--- src/srs_pkg.sv ---
// shared constants and carriers for the system reset sequencer
package srs_pkg;

  // ==========================================================
  // clock and timing
  localparam int CLK_PERIOD_PS    = 4000;
  localparam int PIN_MIN_PULSE_PS = 1500000;
  localparam int DROP_MIN_LOW_PS  = 2000000;
  // least times round up
  localparam int PIN_MIN_CYC  = (PIN_MIN_PULSE_PS + CLK_PERIOD_PS - 1) / CLK_PERIOD_PS;
  localparam int DROP_MIN_CYC = (DROP_MIN_LOW_PS + CLK_PERIOD_PS - 1) / CLK_PERIOD_PS;
  localparam int FILT_W       = 10;
  localparam int DELAY_W      = 21;

  // ==========================================================
  // register map, byte addresses
  localparam int             ADDR_W          = 4;
  localparam logic [3:0]     OFS_CAUSE_FLAGS = 4'h0;
  localparam logic [3:0]     OFS_STATUS      = 4'h4;
  localparam logic [3:0]     OFS_WAKE_MASK   = 4'h8;
  localparam int             PIN_COUNT       = 8;
  localparam logic [7:0]     CAUSE_RESET     = 8'h00;
  localparam logic [7:0]     WAKE_RESET      = 8'h00;
  localparam int             BIT_POWER_ON    = 0;
  localparam int             BIT_PIN         = 1;
  localparam int             BIT_BROWNOUT    = 2;
  localparam int             BIT_WATCHDOG    = 3;
  localparam logic [1:0]     RESP_OKAY       = 2'h0;
  localparam logic [1:0]     RESP_SLVERR     = 2'h2;
  localparam logic [15:0]    RESET_VECTOR    = 16'h0000;

  // ==========================================================
  // sequencer states
  typedef enum logic [3:0] {
    ST_RUN     = 4'h1,
    ST_HOLD    = 4'h2,
    ST_WPULSE  = 4'h4,
    ST_STRETCH = 4'h8
  } srs_state_t;

  // ==========================================================
  // carriers
  typedef struct packed {
    logic       por_active;
    logic [1:0] below_trip;
    logic [1:0] above_trip;
  } srs_supply_t;

  typedef struct packed {
    logic [3:0] clock_select_fuses;
    logic       supply_drop_enable_fuse;
    logic       supply_drop_level_fuse;
  } srs_fuse_t;

endpackage : srs_pkg

--- src/srs_top.sv ---
// system reset sequencer: sources, stretch counter, cause flags, sleep pin gating
// ==========================================================
//
// The AXI4-Lite interface to the registers and the register addresses are this design's own decisions.
`timescale 1ns/1ps
`default_nettype none

module srs_top #(
  parameter logic [20:0] DELAY_SEL0_CYC = 21'h001000,
  parameter logic [20:0] DELAY_SEL1_CYC = 21'h004000,
  parameter logic [20:0] DELAY_SEL2_CYC = 21'h040000,
  parameter logic [20:0] DELAY_SEL3_CYC = 21'h100000
) (
  input  wire logic                        aclk,
  input  wire logic                        aresetn,
  input  wire logic [srs_pkg::ADDR_W-1:0]  s_axi_awaddr,
  input  wire logic                        s_axi_awvalid,
  output var  logic                        s_axi_awready,
  input  wire logic [31:0]                 s_axi_wdata,
  input  wire logic [3:0]                  s_axi_wstrb,
  input  wire logic                        s_axi_wvalid,
  output var  logic                        s_axi_wready,
  output var  logic [1:0]                  s_axi_bresp,
  output var  logic                        s_axi_bvalid,
  input  wire logic                        s_axi_bready,
  input  wire logic [srs_pkg::ADDR_W-1:0]  s_axi_araddr,
  input  wire logic                        s_axi_arvalid,
  output var  logic                        s_axi_arready,
  output var  logic [31:0]                 s_axi_rdata,
  output var  logic [1:0]                  s_axi_rresp,
  output var  logic                        s_axi_rvalid,
  input  wire logic                        s_axi_rready,
  input  wire srs_pkg::srs_supply_t        supply,
  input  wire srs_pkg::srs_fuse_t          fuses,
  input  wire logic                        reset_pin_n,
  input  wire logic                        wdt_enable,
  input  wire logic                        wdt_timeout,
  input  wire logic                        io_clk_stopped,
  output var  logic                        io_reset,
  output var  logic                        core_reset,
  output var  logic                        fetch_start,
  output var  logic [15:0]                 fetch_addr,
  output var  logic                        wdt_run,
  output var  logic                        wdt_reset_pulse,
  output var  logic [srs_pkg::PIN_COUNT-1:0] input_buf_en
);

  // ==========================================================
  // declarations
  srs_pkg::srs_state_t                state_reg;
  srs_pkg::srs_state_t                state_next;
  logic [srs_pkg::FILT_W-1:0]         pin_cnt_reg;
  logic                               pin_rst_reg;
  logic [srs_pkg::FILT_W-1:0]         drop_cnt_reg;
  logic                               drop_rst_reg;
  logic [srs_pkg::DELAY_W-1:0]        delay_reg;
  logic [7:0]                         cause_reg;
  logic [7:0]                         wake_mask_reg;
  logic                               io_reset_reg;
  logic                               core_reset_reg;
  logic                               fetch_start_reg;
  logic                               wdt_pulse_reg;
  logic                               wdt_run_reg;
  logic [srs_pkg::PIN_COUNT-1:0]      buf_en_reg;
  logic                               src_any;
  logic                               wdt_hit;
  logic                               io_async_set;
  logic                               drop_below;
  logic                               drop_above;
  logic                               aw_full_reg;
  logic                               w_full_reg;
  logic [srs_pkg::ADDR_W-1:0]         aw_addr_reg;
  logic [31:0]                        w_data_reg;
  logic [3:0]                         w_strb_reg;
  logic                               bvalid_reg;
  logic [1:0]                         bresp_reg;
  logic                               rvalid_reg;
  logic [31:0]                        rdata_reg;
  logic [1:0]                         rresp_reg;
  logic                               wr_fire;
  logic                               wr_cause;
  logic                               wr_wake;

  // ==========================================================
  // helpers
  function automatic logic [srs_pkg::DELAY_W-1:0] delay_for(input logic [3:0] sel);
    case (sel[1:0])
      2'h0:    delay_for = DELAY_SEL0_CYC;
      2'h1:    delay_for = DELAY_SEL1_CYC;
      2'h2:    delay_for = DELAY_SEL2_CYC;
      default: delay_for = DELAY_SEL3_CYC;
    endcase
  endfunction : delay_for

  function automatic logic reg_hit(input logic [srs_pkg::ADDR_W-1:0] a,
                                   input logic [3:0] ofs);
    reg_hit = (a[srs_pkg::ADDR_W-1:2] == ofs[3:2]);
  endfunction : reg_hit

  // ==========================================================
  // reset sources
  // level fuse picks which comparator pair is watched
  assign drop_below = fuses.supply_drop_level_fuse ? supply.below_trip[1]
                                                   : supply.below_trip[0];
  assign drop_above = fuses.supply_drop_level_fuse ? supply.above_trip[1]
                                                   : supply.above_trip[0];
  assign src_any    = supply.por_active | pin_rst_reg | drop_rst_reg;
  assign wdt_hit    = wdt_enable & wdt_timeout;

  // short pin pulses are filtered out; long ones latch until release
  always_ff @(posedge aclk) begin
    if (!aresetn) begin
      pin_cnt_reg <= '0;
      pin_rst_reg <= 1'b0;
    end else if (reset_pin_n) begin
      pin_cnt_reg <= '0;
      pin_rst_reg <= 1'b0;
    end else if (pin_cnt_reg == srs_pkg::FILT_W'(srs_pkg::PIN_MIN_CYC - 1)) begin
      pin_rst_reg <= 1'b1;
    end else begin
      pin_cnt_reg <= pin_cnt_reg + 1'b1;
    end
  end

  // hysteresis: trip below the lower level, release above the upper
  always_ff @(posedge aclk) begin
    if (!aresetn || !fuses.supply_drop_enable_fuse) begin
      drop_cnt_reg <= '0;
      drop_rst_reg <= 1'b0;
    end else if (drop_rst_reg) begin
      drop_cnt_reg <= '0;
      if (drop_above) begin
        drop_rst_reg <= 1'b0;
      end
    end else if (!drop_below) begin
      drop_cnt_reg <= '0;
    end else if (drop_cnt_reg == srs_pkg::FILT_W'(srs_pkg::DROP_MIN_CYC - 1)) begin
      drop_rst_reg <= 1'b1;
    end else begin
      drop_cnt_reg <= drop_cnt_reg + 1'b1;
    end
  end

  // ==========================================================
  // sequencer
  always_comb begin
    state_next = state_reg;
    case (state_reg)
      srs_pkg::ST_RUN: begin
        if (src_any) begin
          state_next = srs_pkg::ST_HOLD;
        end else if (wdt_hit) begin
          state_next = srs_pkg::ST_WPULSE;
        end
      end
      srs_pkg::ST_HOLD: begin
        if (!src_any) begin
          state_next = srs_pkg::ST_STRETCH;
        end
      end
      srs_pkg::ST_WPULSE: begin
        state_next = src_any ? srs_pkg::ST_HOLD : srs_pkg::ST_STRETCH;
      end
      srs_pkg::ST_STRETCH: begin
        if (src_any) begin
          state_next = srs_pkg::ST_HOLD;
        end else if (delay_reg == '0) begin
          state_next = srs_pkg::ST_RUN;
        end
      end
      default: state_next = srs_pkg::ST_HOLD;
    endcase
  end

  always_ff @(posedge aclk) begin
    if (!aresetn) begin
      state_reg <= srs_pkg::ST_HOLD;
    end else begin
      state_reg <= state_next;
    end
  end

  // reload on entry, so any retrigger starts a full period again
  always_ff @(posedge aclk) begin
    if (!aresetn) begin
      delay_reg <= '0;
    end else if (state_next == srs_pkg::ST_STRETCH && state_reg != srs_pkg::ST_STRETCH) begin
      delay_reg <= delay_for(fuses.clock_select_fuses) - 1'b1;
    end else if (state_reg == srs_pkg::ST_STRETCH && delay_reg != '0) begin
      delay_reg <= delay_reg - 1'b1;
    end
  end

  always_ff @(posedge aclk) begin
    if (!aresetn) begin
      core_reset_reg  <= 1'b1;
      fetch_start_reg <= 1'b0;
      wdt_pulse_reg   <= 1'b0;
    end else begin
      core_reset_reg  <= (state_next != srs_pkg::ST_RUN);
      fetch_start_reg <= (state_reg == srs_pkg::ST_STRETCH) &&
                         (state_next == srs_pkg::ST_RUN);
      wdt_pulse_reg   <= (state_next == srs_pkg::ST_WPULSE);
    end
  end

  // i/o reset sets without a clock edge; glitches on the raw sources
  // can reset the ports early, which is the safe direction
  assign io_async_set = supply.por_active | ~reset_pin_n | drop_rst_reg;

  always_ff @(posedge aclk or posedge io_async_set) begin
    if (io_async_set) begin
      io_reset_reg <= 1'b1;
    end else if (!aresetn) begin
      io_reset_reg <= 1'b1;
    end else begin
      io_reset_reg <= (state_next != srs_pkg::ST_RUN);
    end
  end

  // ==========================================================
  // sleep behaviour
  always_ff @(posedge aclk) begin
    if (!aresetn) begin
      wdt_run_reg <= 1'b0;
      buf_en_reg  <= '1;
    end else begin
      wdt_run_reg <= wdt_enable;
      buf_en_reg  <= io_clk_stopped ? wake_mask_reg : {srs_pkg::PIN_COUNT{1'b1}};
    end
  end

  // ==========================================================
  // cause flags
  assign wr_fire  = bvalid_reg == 1'b0 && aw_full_reg && w_full_reg;
  assign wr_cause = wr_fire && reg_hit(aw_addr_reg, srs_pkg::OFS_CAUSE_FLAGS) && w_strb_reg[0];
  assign wr_wake  = wr_fire && reg_hit(aw_addr_reg, srs_pkg::OFS_WAKE_MASK) && w_strb_reg[0];

  // a cause present in the cycle of a clearing write survives it
  always_ff @(posedge aclk) begin
    if (!aresetn) begin
      cause_reg <= srs_pkg::CAUSE_RESET;
    end else begin
      if (supply.por_active) begin
        cause_reg[srs_pkg::BIT_WATCHDOG] <= 1'b0;
        cause_reg[srs_pkg::BIT_BROWNOUT] <= 1'b0;
        cause_reg[srs_pkg::BIT_PIN]      <= 1'b0;
      end else begin
        cause_reg[srs_pkg::BIT_WATCHDOG] <= (state_reg == srs_pkg::ST_WPULSE) |
          (cause_reg[srs_pkg::BIT_WATCHDOG] &
           ~(wr_cause & ~w_data_reg[srs_pkg::BIT_WATCHDOG]));
        cause_reg[srs_pkg::BIT_BROWNOUT] <= drop_rst_reg |
          (cause_reg[srs_pkg::BIT_BROWNOUT] &
           ~(wr_cause & ~w_data_reg[srs_pkg::BIT_BROWNOUT]));
        cause_reg[srs_pkg::BIT_PIN] <= pin_rst_reg |
          (cause_reg[srs_pkg::BIT_PIN] &
           ~(wr_cause & ~w_data_reg[srs_pkg::BIT_PIN]));
      end
      cause_reg[srs_pkg::BIT_POWER_ON] <= supply.por_active |
        (cause_reg[srs_pkg::BIT_POWER_ON] &
         ~(wr_cause & ~w_data_reg[srs_pkg::BIT_POWER_ON]));
      cause_reg[7:4] <= 4'h0;
    end
  end

  always_ff @(posedge aclk) begin
    if (!aresetn) begin
      wake_mask_reg <= srs_pkg::WAKE_RESET;
    end else if (wr_wake) begin
      wake_mask_reg <= w_data_reg[7:0];
    end
  end

  // ==========================================================
  // axi4-lite write channel
  always_ff @(posedge aclk) begin
    if (!aresetn) begin
      aw_full_reg <= 1'b0;
      aw_addr_reg <= '0;
    end else if (s_axi_awvalid && !aw_full_reg) begin
      aw_full_reg <= 1'b1;
      aw_addr_reg <= s_axi_awaddr;
    end else if (wr_fire) begin
      aw_full_reg <= 1'b0;
    end
  end

  always_ff @(posedge aclk) begin
    if (!aresetn) begin
      w_full_reg <= 1'b0;
      w_data_reg <= '0;
      w_strb_reg <= '0;
    end else if (s_axi_wvalid && !w_full_reg) begin
      w_full_reg <= 1'b1;
      w_data_reg <= s_axi_wdata;
      w_strb_reg <= s_axi_wstrb;
    end else if (wr_fire) begin
      w_full_reg <= 1'b0;
    end
  end

  always_ff @(posedge aclk) begin
    if (!aresetn) begin
      bvalid_reg <= 1'b0;
      bresp_reg  <= srs_pkg::RESP_OKAY;
    end else if (wr_fire) begin
      bvalid_reg <= 1'b1;
      bresp_reg  <= (reg_hit(aw_addr_reg, srs_pkg::OFS_CAUSE_FLAGS) ||
                     reg_hit(aw_addr_reg, srs_pkg::OFS_STATUS) ||
                     reg_hit(aw_addr_reg, srs_pkg::OFS_WAKE_MASK))
                    ? srs_pkg::RESP_OKAY : srs_pkg::RESP_SLVERR;
    end else if (s_axi_bready) begin
      bvalid_reg <= 1'b0;
    end
  end

  // ==========================================================
  // axi4-lite read channel
  always_ff @(posedge aclk) begin
    if (!aresetn) begin
      rvalid_reg <= 1'b0;
      rdata_reg  <= '0;
      rresp_reg  <= srs_pkg::RESP_OKAY;
    end else if (s_axi_arvalid && !rvalid_reg) begin
      rvalid_reg <= 1'b1;
      rresp_reg  <= srs_pkg::RESP_OKAY;
      if (reg_hit(s_axi_araddr, srs_pkg::OFS_CAUSE_FLAGS)) begin
        rdata_reg <= {24'h000000, cause_reg};
      end else if (reg_hit(s_axi_araddr, srs_pkg::OFS_STATUS)) begin
        rdata_reg <= {22'h000000, pin_rst_reg, drop_rst_reg, supply.por_active,
                      delay_reg != '0, core_reset_reg, io_reset_reg, state_reg};
      end else if (reg_hit(s_axi_araddr, srs_pkg::OFS_WAKE_MASK)) begin
        rdata_reg <= {24'h000000, wake_mask_reg};
      end else begin
        rdata_reg <= '0;
        rresp_reg <= srs_pkg::RESP_SLVERR;
      end
    end else if (s_axi_rready) begin
      rvalid_reg <= 1'b0;
    end
  end

  // ==========================================================
  // outputs
  assign s_axi_awready   = ~aw_full_reg;
  assign s_axi_wready    = ~w_full_reg;
  assign s_axi_bvalid    = bvalid_reg;
  assign s_axi_bresp     = bresp_reg;
  assign s_axi_arready   = ~rvalid_reg;
  assign s_axi_rvalid    = rvalid_reg;
  assign s_axi_rdata     = rdata_reg;
  assign s_axi_rresp     = rresp_reg;
  assign io_reset        = io_reset_reg;
  assign core_reset      = core_reset_reg;
  assign fetch_start     = fetch_start_reg;
  assign fetch_addr      = srs_pkg::RESET_VECTOR;
  assign wdt_run         = wdt_run_reg;
  assign wdt_reset_pulse = wdt_pulse_reg;
  assign input_buf_en    = buf_en_reg;

endmodule : srs_top

`default_nettype wire

--- config.mk ---
export PLATFORM = sky130hd
export DESIGN_NAME = srs_top
export DESIGN_NICKNAME = d
export VERILOG_FILES = /design/src/srs_pkg.sv /design/src/srs_top.sv
export SDC_FILE = /design/constraint.sdc
export NUM_CORES = 1
export LEC_CHECK = 0
export BUFFER_PORTS_ARGS = -buffer_cell sky130_fd_sc_hd__buf_2
export CORE_ASPECT_RATIO = 2
export CORE_MARGIN = 2
export CORE_UTILIZATION = 52
export DETAILED_ROUTE_END_ITERATION = 8
export PLACE_DENSITY_LB_ADDON = 0.1
export RECOVER_POWER = 100
export SLEW_MARGIN = 10
export SYNTH_ARGS = -nofsm -noshare
export SYNTH_HDL_FRONTEND = slang
export SYNTH_SLANG_ARGS = --single-unit
--- constraint.sdc ---
create_clock -name aclk -period 0.89 [get_ports aclk]
set_clock_uncertainty 0.2 [all_clocks]
set_input_delay 0.178 -clock aclk [delete_from_list [all_inputs] [get_ports aclk]]
set_output_delay 0.178 -clock aclk [all_outputs]
set_load 0.01 [all_outputs]
# After elaboration in Yosys (flattened, before gate mapping)
# Cells that the tools add are included.
dict set report classes {
  n_eq_ne 17
  addsub 4
  bitwise_logic 32
  n_mux 33
  reduce_logical 34
}
# operator count
set op_table {}
lappend op_table {{$mux W21} 4}
lappend op_table {{$pmux W21 S3} 1}
lappend op_table {{$sub A21 B1 Y21 const B} 2}
lappend op_table {{$mux W4} 6}
lappend op_table {{$logic_not A21 Y1} 1}
lappend op_table {{$reduce_bool A21 Y1} 1}
lappend op_table {{$add A10 B1 Y10 const B} 2}
lappend op_table {{$eq A10 B9 Y1 const B} 2}
lappend op_table {{$mux W10} 2}
lappend op_table {{$pmux W4 S4} 1}
lappend op_table {{$not A1 Y1} 15}
lappend op_table {{$mux W1} 14}
lappend op_table {{$logic_and A1 B1 Y1} 12}
lappend op_table {{$reduce_bool A2 Y1} 5}
lappend op_table {{$and A1 B1 Y1} 9}
lappend op_table {{$eq A4 B1 Y1 const B} 2}
lappend op_table {{$eq A4 B3 Y1 const B} 2}
lappend op_table {{$eq A4 B4 Y1 const B} 2}
lappend op_table {{$mux W2} 4}
lappend op_table {{$mux W8} 1}
lappend op_table {{$or A1 B1 Y1} 8}
lappend op_table {{$eq A2 B1 Y1 const B} 3}
lappend op_table {{$eq A2 B2 Y1 const B} 3}
lappend op_table {{$logic_not A2 Y1} 3}
lappend op_table {{8 further kinds} 15}
dict set report totals {
  regBits 129
  elab_cells 146
}

# Longest topological paths before layout
dict set report depth {
  depth_word 10
  ltp_mapped 11
  depth_no_buf 9
}

# Worst setup path after synthesis
# OpenSTA, ideal clock, no wires.
dict set report synth_path {
  kind {register to register}
  from {reg state_reg[2]}
  to {reg delay_reg[18] (netlist name)}
  t_arrival_ns 2.493
  setup_slack_ns -1.935
  n_path_buf 3
  required_ns 0.558
  period_less_slack_ns 2.825
  path_stages_with_launch 12
  cell_sequence {dfxtp_1 > clkbuf_1 > xor2_1 > nand3_1 > clkbuf_1 > nand2_1 > ha_1 > clkbuf_1 > nand4_1 > a2111oi_1 > xnor2_1 > o32ai_1}
}
dict set report synth_via {
  elab_chain_cells 6
}
# element line_no
set synth_rtl {}
lappend synth_rtl {{start: declaration} srs_top.sv:50} ;# srs_pkg::srs_state_t state_reg;
lappend synth_rtl {{start signal: assignment} srs_top.sv:177} ;# state_reg <= srs_pkg::ST_HOLD;
lappend synth_rtl {{start signal: assignment} srs_top.sv:179} ;# state_reg <= state_next;
lappend synth_rtl {{$mux W4, on equally long branches} {srs_top.sv:167, srs_top.sv:152}}
lappend synth_rtl {{$mux W4, on equally long branches} {srs_top.sv:165, srs_top.sv:150}}
lappend synth_rtl {{$pmux W4 S4} srs_top.sv:148} ;# case (state_reg)
lappend synth_rtl {{$eq A4 B4 Y1} srs_top.sv:187} ;# end else if (state_next == srs_pkg::ST_STRETCH && state_reg != srs_pkg::ST_STRETCH) begin
lappend synth_rtl {{$logic_and A1 B1 Y1} srs_top.sv:187}
lappend synth_rtl {{$mux W21 or $reduce_bool A2 Y1 (tied branches)} --}
lappend synth_rtl {{end signal: assignment} srs_top.sv:188} ;# delay_reg <= delay_for(fuses.clock_select_fuses) - 1'b1;
lappend synth_rtl {{end signal: assignment} srs_top.sv:190} ;# delay_reg <= delay_reg - 1'b1;
lappend synth_rtl {{end: declaration} srs_top.sv:56} ;# logic [srs_pkg::DELAY_W-1:0] delay_reg;
# Several ways; a longest one is shown, not always the timed one.
# A chain may end at the register's enable or synchronous reset.

# Final worst setup path
dict set report layout_path {
  from {reg state_reg[2]}
  to {reg delay_reg[20] (netlist name)}
}
# The elaborated chain is that of the path after synthesis.

==> summary.md <==
| Metric | Value |
|---|---|
| Critical path, cell by cell | `buf_6 > xor2_4 > nand3_2 > nand2_2 > ha_4 > clkinv_4 > nor2_4 > o2111ai_2 > xor2_1 > a211oi_1` |
| Die Width | `71.3 µm` |
| Critical path startpoint category | `flip-flop` |
| Critical Path Max Stage Delay | `0.37 ns` |
| Cts-stage hold buffer count | `1` |
| Pwr Total | `12.2 mW` |
| Status | `complete, but fails checks` |
| FILL cells | `408` |
| # nets final | `843` |
| Routed WL per cell | `22.0 µm` |
| Synth area leaders | `dfxtp_1, buf_4, nor2_1` |
| Post-Synthesis Cells | `559` |
| Final Wtd Congestion | `0.934` |
| CTS Buf Count | `9` |
| Total GRT Usage | `32.6%` |
| Largest net degree at the start of global routing | `24` |
| RSZ-0062 raised after global routing | `true` |
| Critical Path End | `delay_reg[20]` |
| Asr flop ratio synth | `1.01%` |
| H-tree Lvls | `3` |
| Via density | `5.97` |
| Core area | `8890 µm²` |
| Initial drt markers | `406` |
| Initial Utilization | `53.1%` |
| Logic pwr share | `26.6%` |
| Final ANT Viol Nets | `0` |
| Leak Pwr | `3.27 nW` |
| Largest register FFs | `21` |
| I/O pins | `136` |
| Sum of buffers and inverters on the critical path | `2` |
| Setup TNS | `-80.21 ns` |
| Violated checks | `negative hold slack, negative setup slack` |
| # diodes | `0` |
| Root buffer cell | `clkbuf_16` |
| Final setup vio count | `124` |
| Vias | `5251` |
| Fin cells | `880` |
| Crit path max fanout | `4` |
| Register Area | `2070 µm²` |
| Fmax | `0.421 GHz` |
| Clk sinks | `99` |
| Cell depth of the worst setup path | `10` |
| Vias in the first global route | `5176` |
| Seq cells post-synth | `99` |
| Worst path top cell family by delay | `simple AND/OR/NAND/NOR gates` |
| Clock power frac | `33.9%` |
| Worst R2R Path Depth | `10` |
| Final Max Tran Viols | `0` |
| Final hold violation count | `18` |
| Dpl cells | `827` |
| Congestion Overflow GR | `0` |
| Layout cell share with drive strength beyond 1 | `58.4%` |
| Post-synthesis cell type count | `63` |
| Tightest Hold Check Type | `input pin to flip-flop` |
| DRC violations left | `0` |
| P per Cell Area | `1560 nW/µm²` |
| WL final | `19300 µm` |
| Worst reg2reg path startpoint | `state_reg[2]` |
| CTS clock-pin slew for the worst setup and hold paths | `0.07 ns` |
| Sequential fraction of the synthesis area | `42.1%` |
| Drt first pass iters | `5` |
| Hold Slack | `-0.165 ns` |
| Syn. warnings | `0` |
| Sw Ratio | `29.9%` |
| Critical path arrival | `2.43 ns` |
| Layout area overhead | `65.9%` |
| First-pass GRT wire length | `25400 µm` |
| Largest area contributor in the netlist | `dfxtp_1` |
| Synth top area share | `41.6%` |
| Ys flop type | `dfxtp_1` |
| Max VDD drop | `1.55 mV` |
| Die Area | `9890 µm²` |
| Tmin final | `2.37 ns` |
| Later-pin clock latency in the skew report | `0.35 ns` |
| Clock tree buffer depth | `2` |
| NetSw | `3.65 mW` |
| Part of the power in registers | `39.6%` |
| Worst setup margin | `-1.48 ns` |
| Number of port buffers | `62` |
| Syn Area/Cell | `8.44 µm²` |
| Final period util | `267%` |
| CP Capture Type | `flip-flop` |
| Int Pwr | `8.57 mW` |
| Initial antenna violation count | `0` |
| Cell row count | `49` |
| Reg-to-reg setup timing slack | `-1.48 ns` |
| Crit-path slowest cell | `dfxtp_1` |
| Reg2Reg Capture Point | `delay_reg[20]` |
| Multi-input logic area | `3300 µm²` |
| Synth Cell Area | `4720 µm²` |
| Die Ht | `139 µm` |
| WP data required | `0.94 ns` |
| Post-synth EDFFs | `0` |
| Kind of critical path | `flip-flop to flip-flop` |
| Max Cap Viol | `0` |
| Post-DP HPWL | `11100 µm` |
| CTS tree | `built` |
| Crit. Startpoint | `state_reg[2]` |
cell usage in the layout, fill, tap and decap left out, drive strengths merged, types with 11 or more instances in the layout:
cell type / n
nor3: 22
o21ai: 22
mux2i: 18
conb: 40
or3: 12
a21oi: 40
inv: 14
nand2: 49
xor2: 13
nand3: 18
clkbuf: 14
buf: 232
dfxtp: 98
nor2: 64
xnor2: 11
layer usage:
| layer | track usage (%) | vias to the layer above | part of all wire [%] |
|---|---|---|---|
| met5 | 0 | - | 0 |
| met4 | 22.1 | 0 | 8.2 |
| met3 | 4.51 | 122 | 4.5 |
| met2 | 62.1 | 264 | 54 |
| met1 | 30.3 | 2555 | 33 |
| li1 | - | 2310 | - |
timing repair:
action,in CTS,in global routing
pin swaps,46,40
gates resized for setup,139,97
endpoints found under the hold margin,27,21
endpoints found under the setup margin,128,129
setup buffers,15,23
gates cloned,3,0
worst register-to-register path: stages, from the launching register on:
cell and delay (ns):
dfxtp_1 0.37, buf_6 0.14, xor2_4 0.19, nand3_2 0.15
nand2_2 0.12, ha_4 0.19, clkinv_4 0.09, nor2_4 0.19
o2111ai_2 0.17, xor2_1 0.21, a211oi_1 0.25
stage by stage:
step                instance area, µm²  utilization (%)  hold WS [ns]  setup WS [ns]
floorplan                         5370                -        0.0122          -1.33
global placement                  6270             70.6         0.155          -1.37
detailed placement                6270             70.6         0.163          -1.42
CTS                               7310             82.2        -0.200          -1.44
global route                      7830             88.0        -0.172          -1.60
finish                            7830             88.0        -0.165          -1.48
synth_stat cells, drive strengths merged (4+ instances only):
library cell and number:
xor2 13, nand3 18, a211oi 10, a21oi 40
nand2b 5, nor2b 5, mux2i 18, nor3 22
nand4 8, a221oi 4, inv 13, o21ai 22
o2111ai 4, xnor2 11, nor2 64, or3 11
nand2 49, ha 4, or2 9, buf 47
nor4 7, dfxtp 98, or4 5, clkbuf 24
area by class of cell:
class	instances	area share (%)
timing repair buffer	234	24.9
tap	102	1.63
sequential	99	26.5
multi-input combinational	415	42.1
inverter	14	0.831
clock inverter	3	0.560
clock buffer	13	3.45
power by group through the flow:
stage	clock network, mW	registers (mW)	logic [mW]
after floorplan	0	4.93	1.40
after global placement	0	4.88	2.33
after detailed placement	0	4.89	2.37
after CTS	4.09	4.81	2.76
after global routing	4.28	4.85	3.40
final	4.14	4.84	3.25
worst min-delay path by stage:
| stage | cells past startpoint | slack (ns) | startpoint | end |
|---|---|---|---|---|
| 5_1_grt | 2 | -0.17 | s_axi_rready | s_axi_rvalid |
| 3_5_place_dp | 2 | 0.16 | s_axi_rready | s_axi_rvalid |
| 2_1_floorplan | 1 | 0.01 | reset_pin_n | io_reset |
| 3_3_place_gp | 2 | 0.16 | s_axi_rready | s_axi_rvalid |
| 6_report | 2 | -0.16 | s_axi_rready | s_axi_rvalid |
| 4_1_cts | 2 | -0.20 | s_axi_rready | s_axi_rvalid |
cell families after synthesis:
group	after synthesis	synth area share (%)
AND/OR/NAND/NOR	220	23.3
AO/OA/AOI/OAI	106	14.6
flip-flops	99	42.1
buffers and inverters	85	10.1
XOR/XNOR	24	4.46
multiplexers	20	4.30
adder cells (fa/ha/maj)	4	1.06
other	1	0.0795
(Power assumes the default switching activity.)
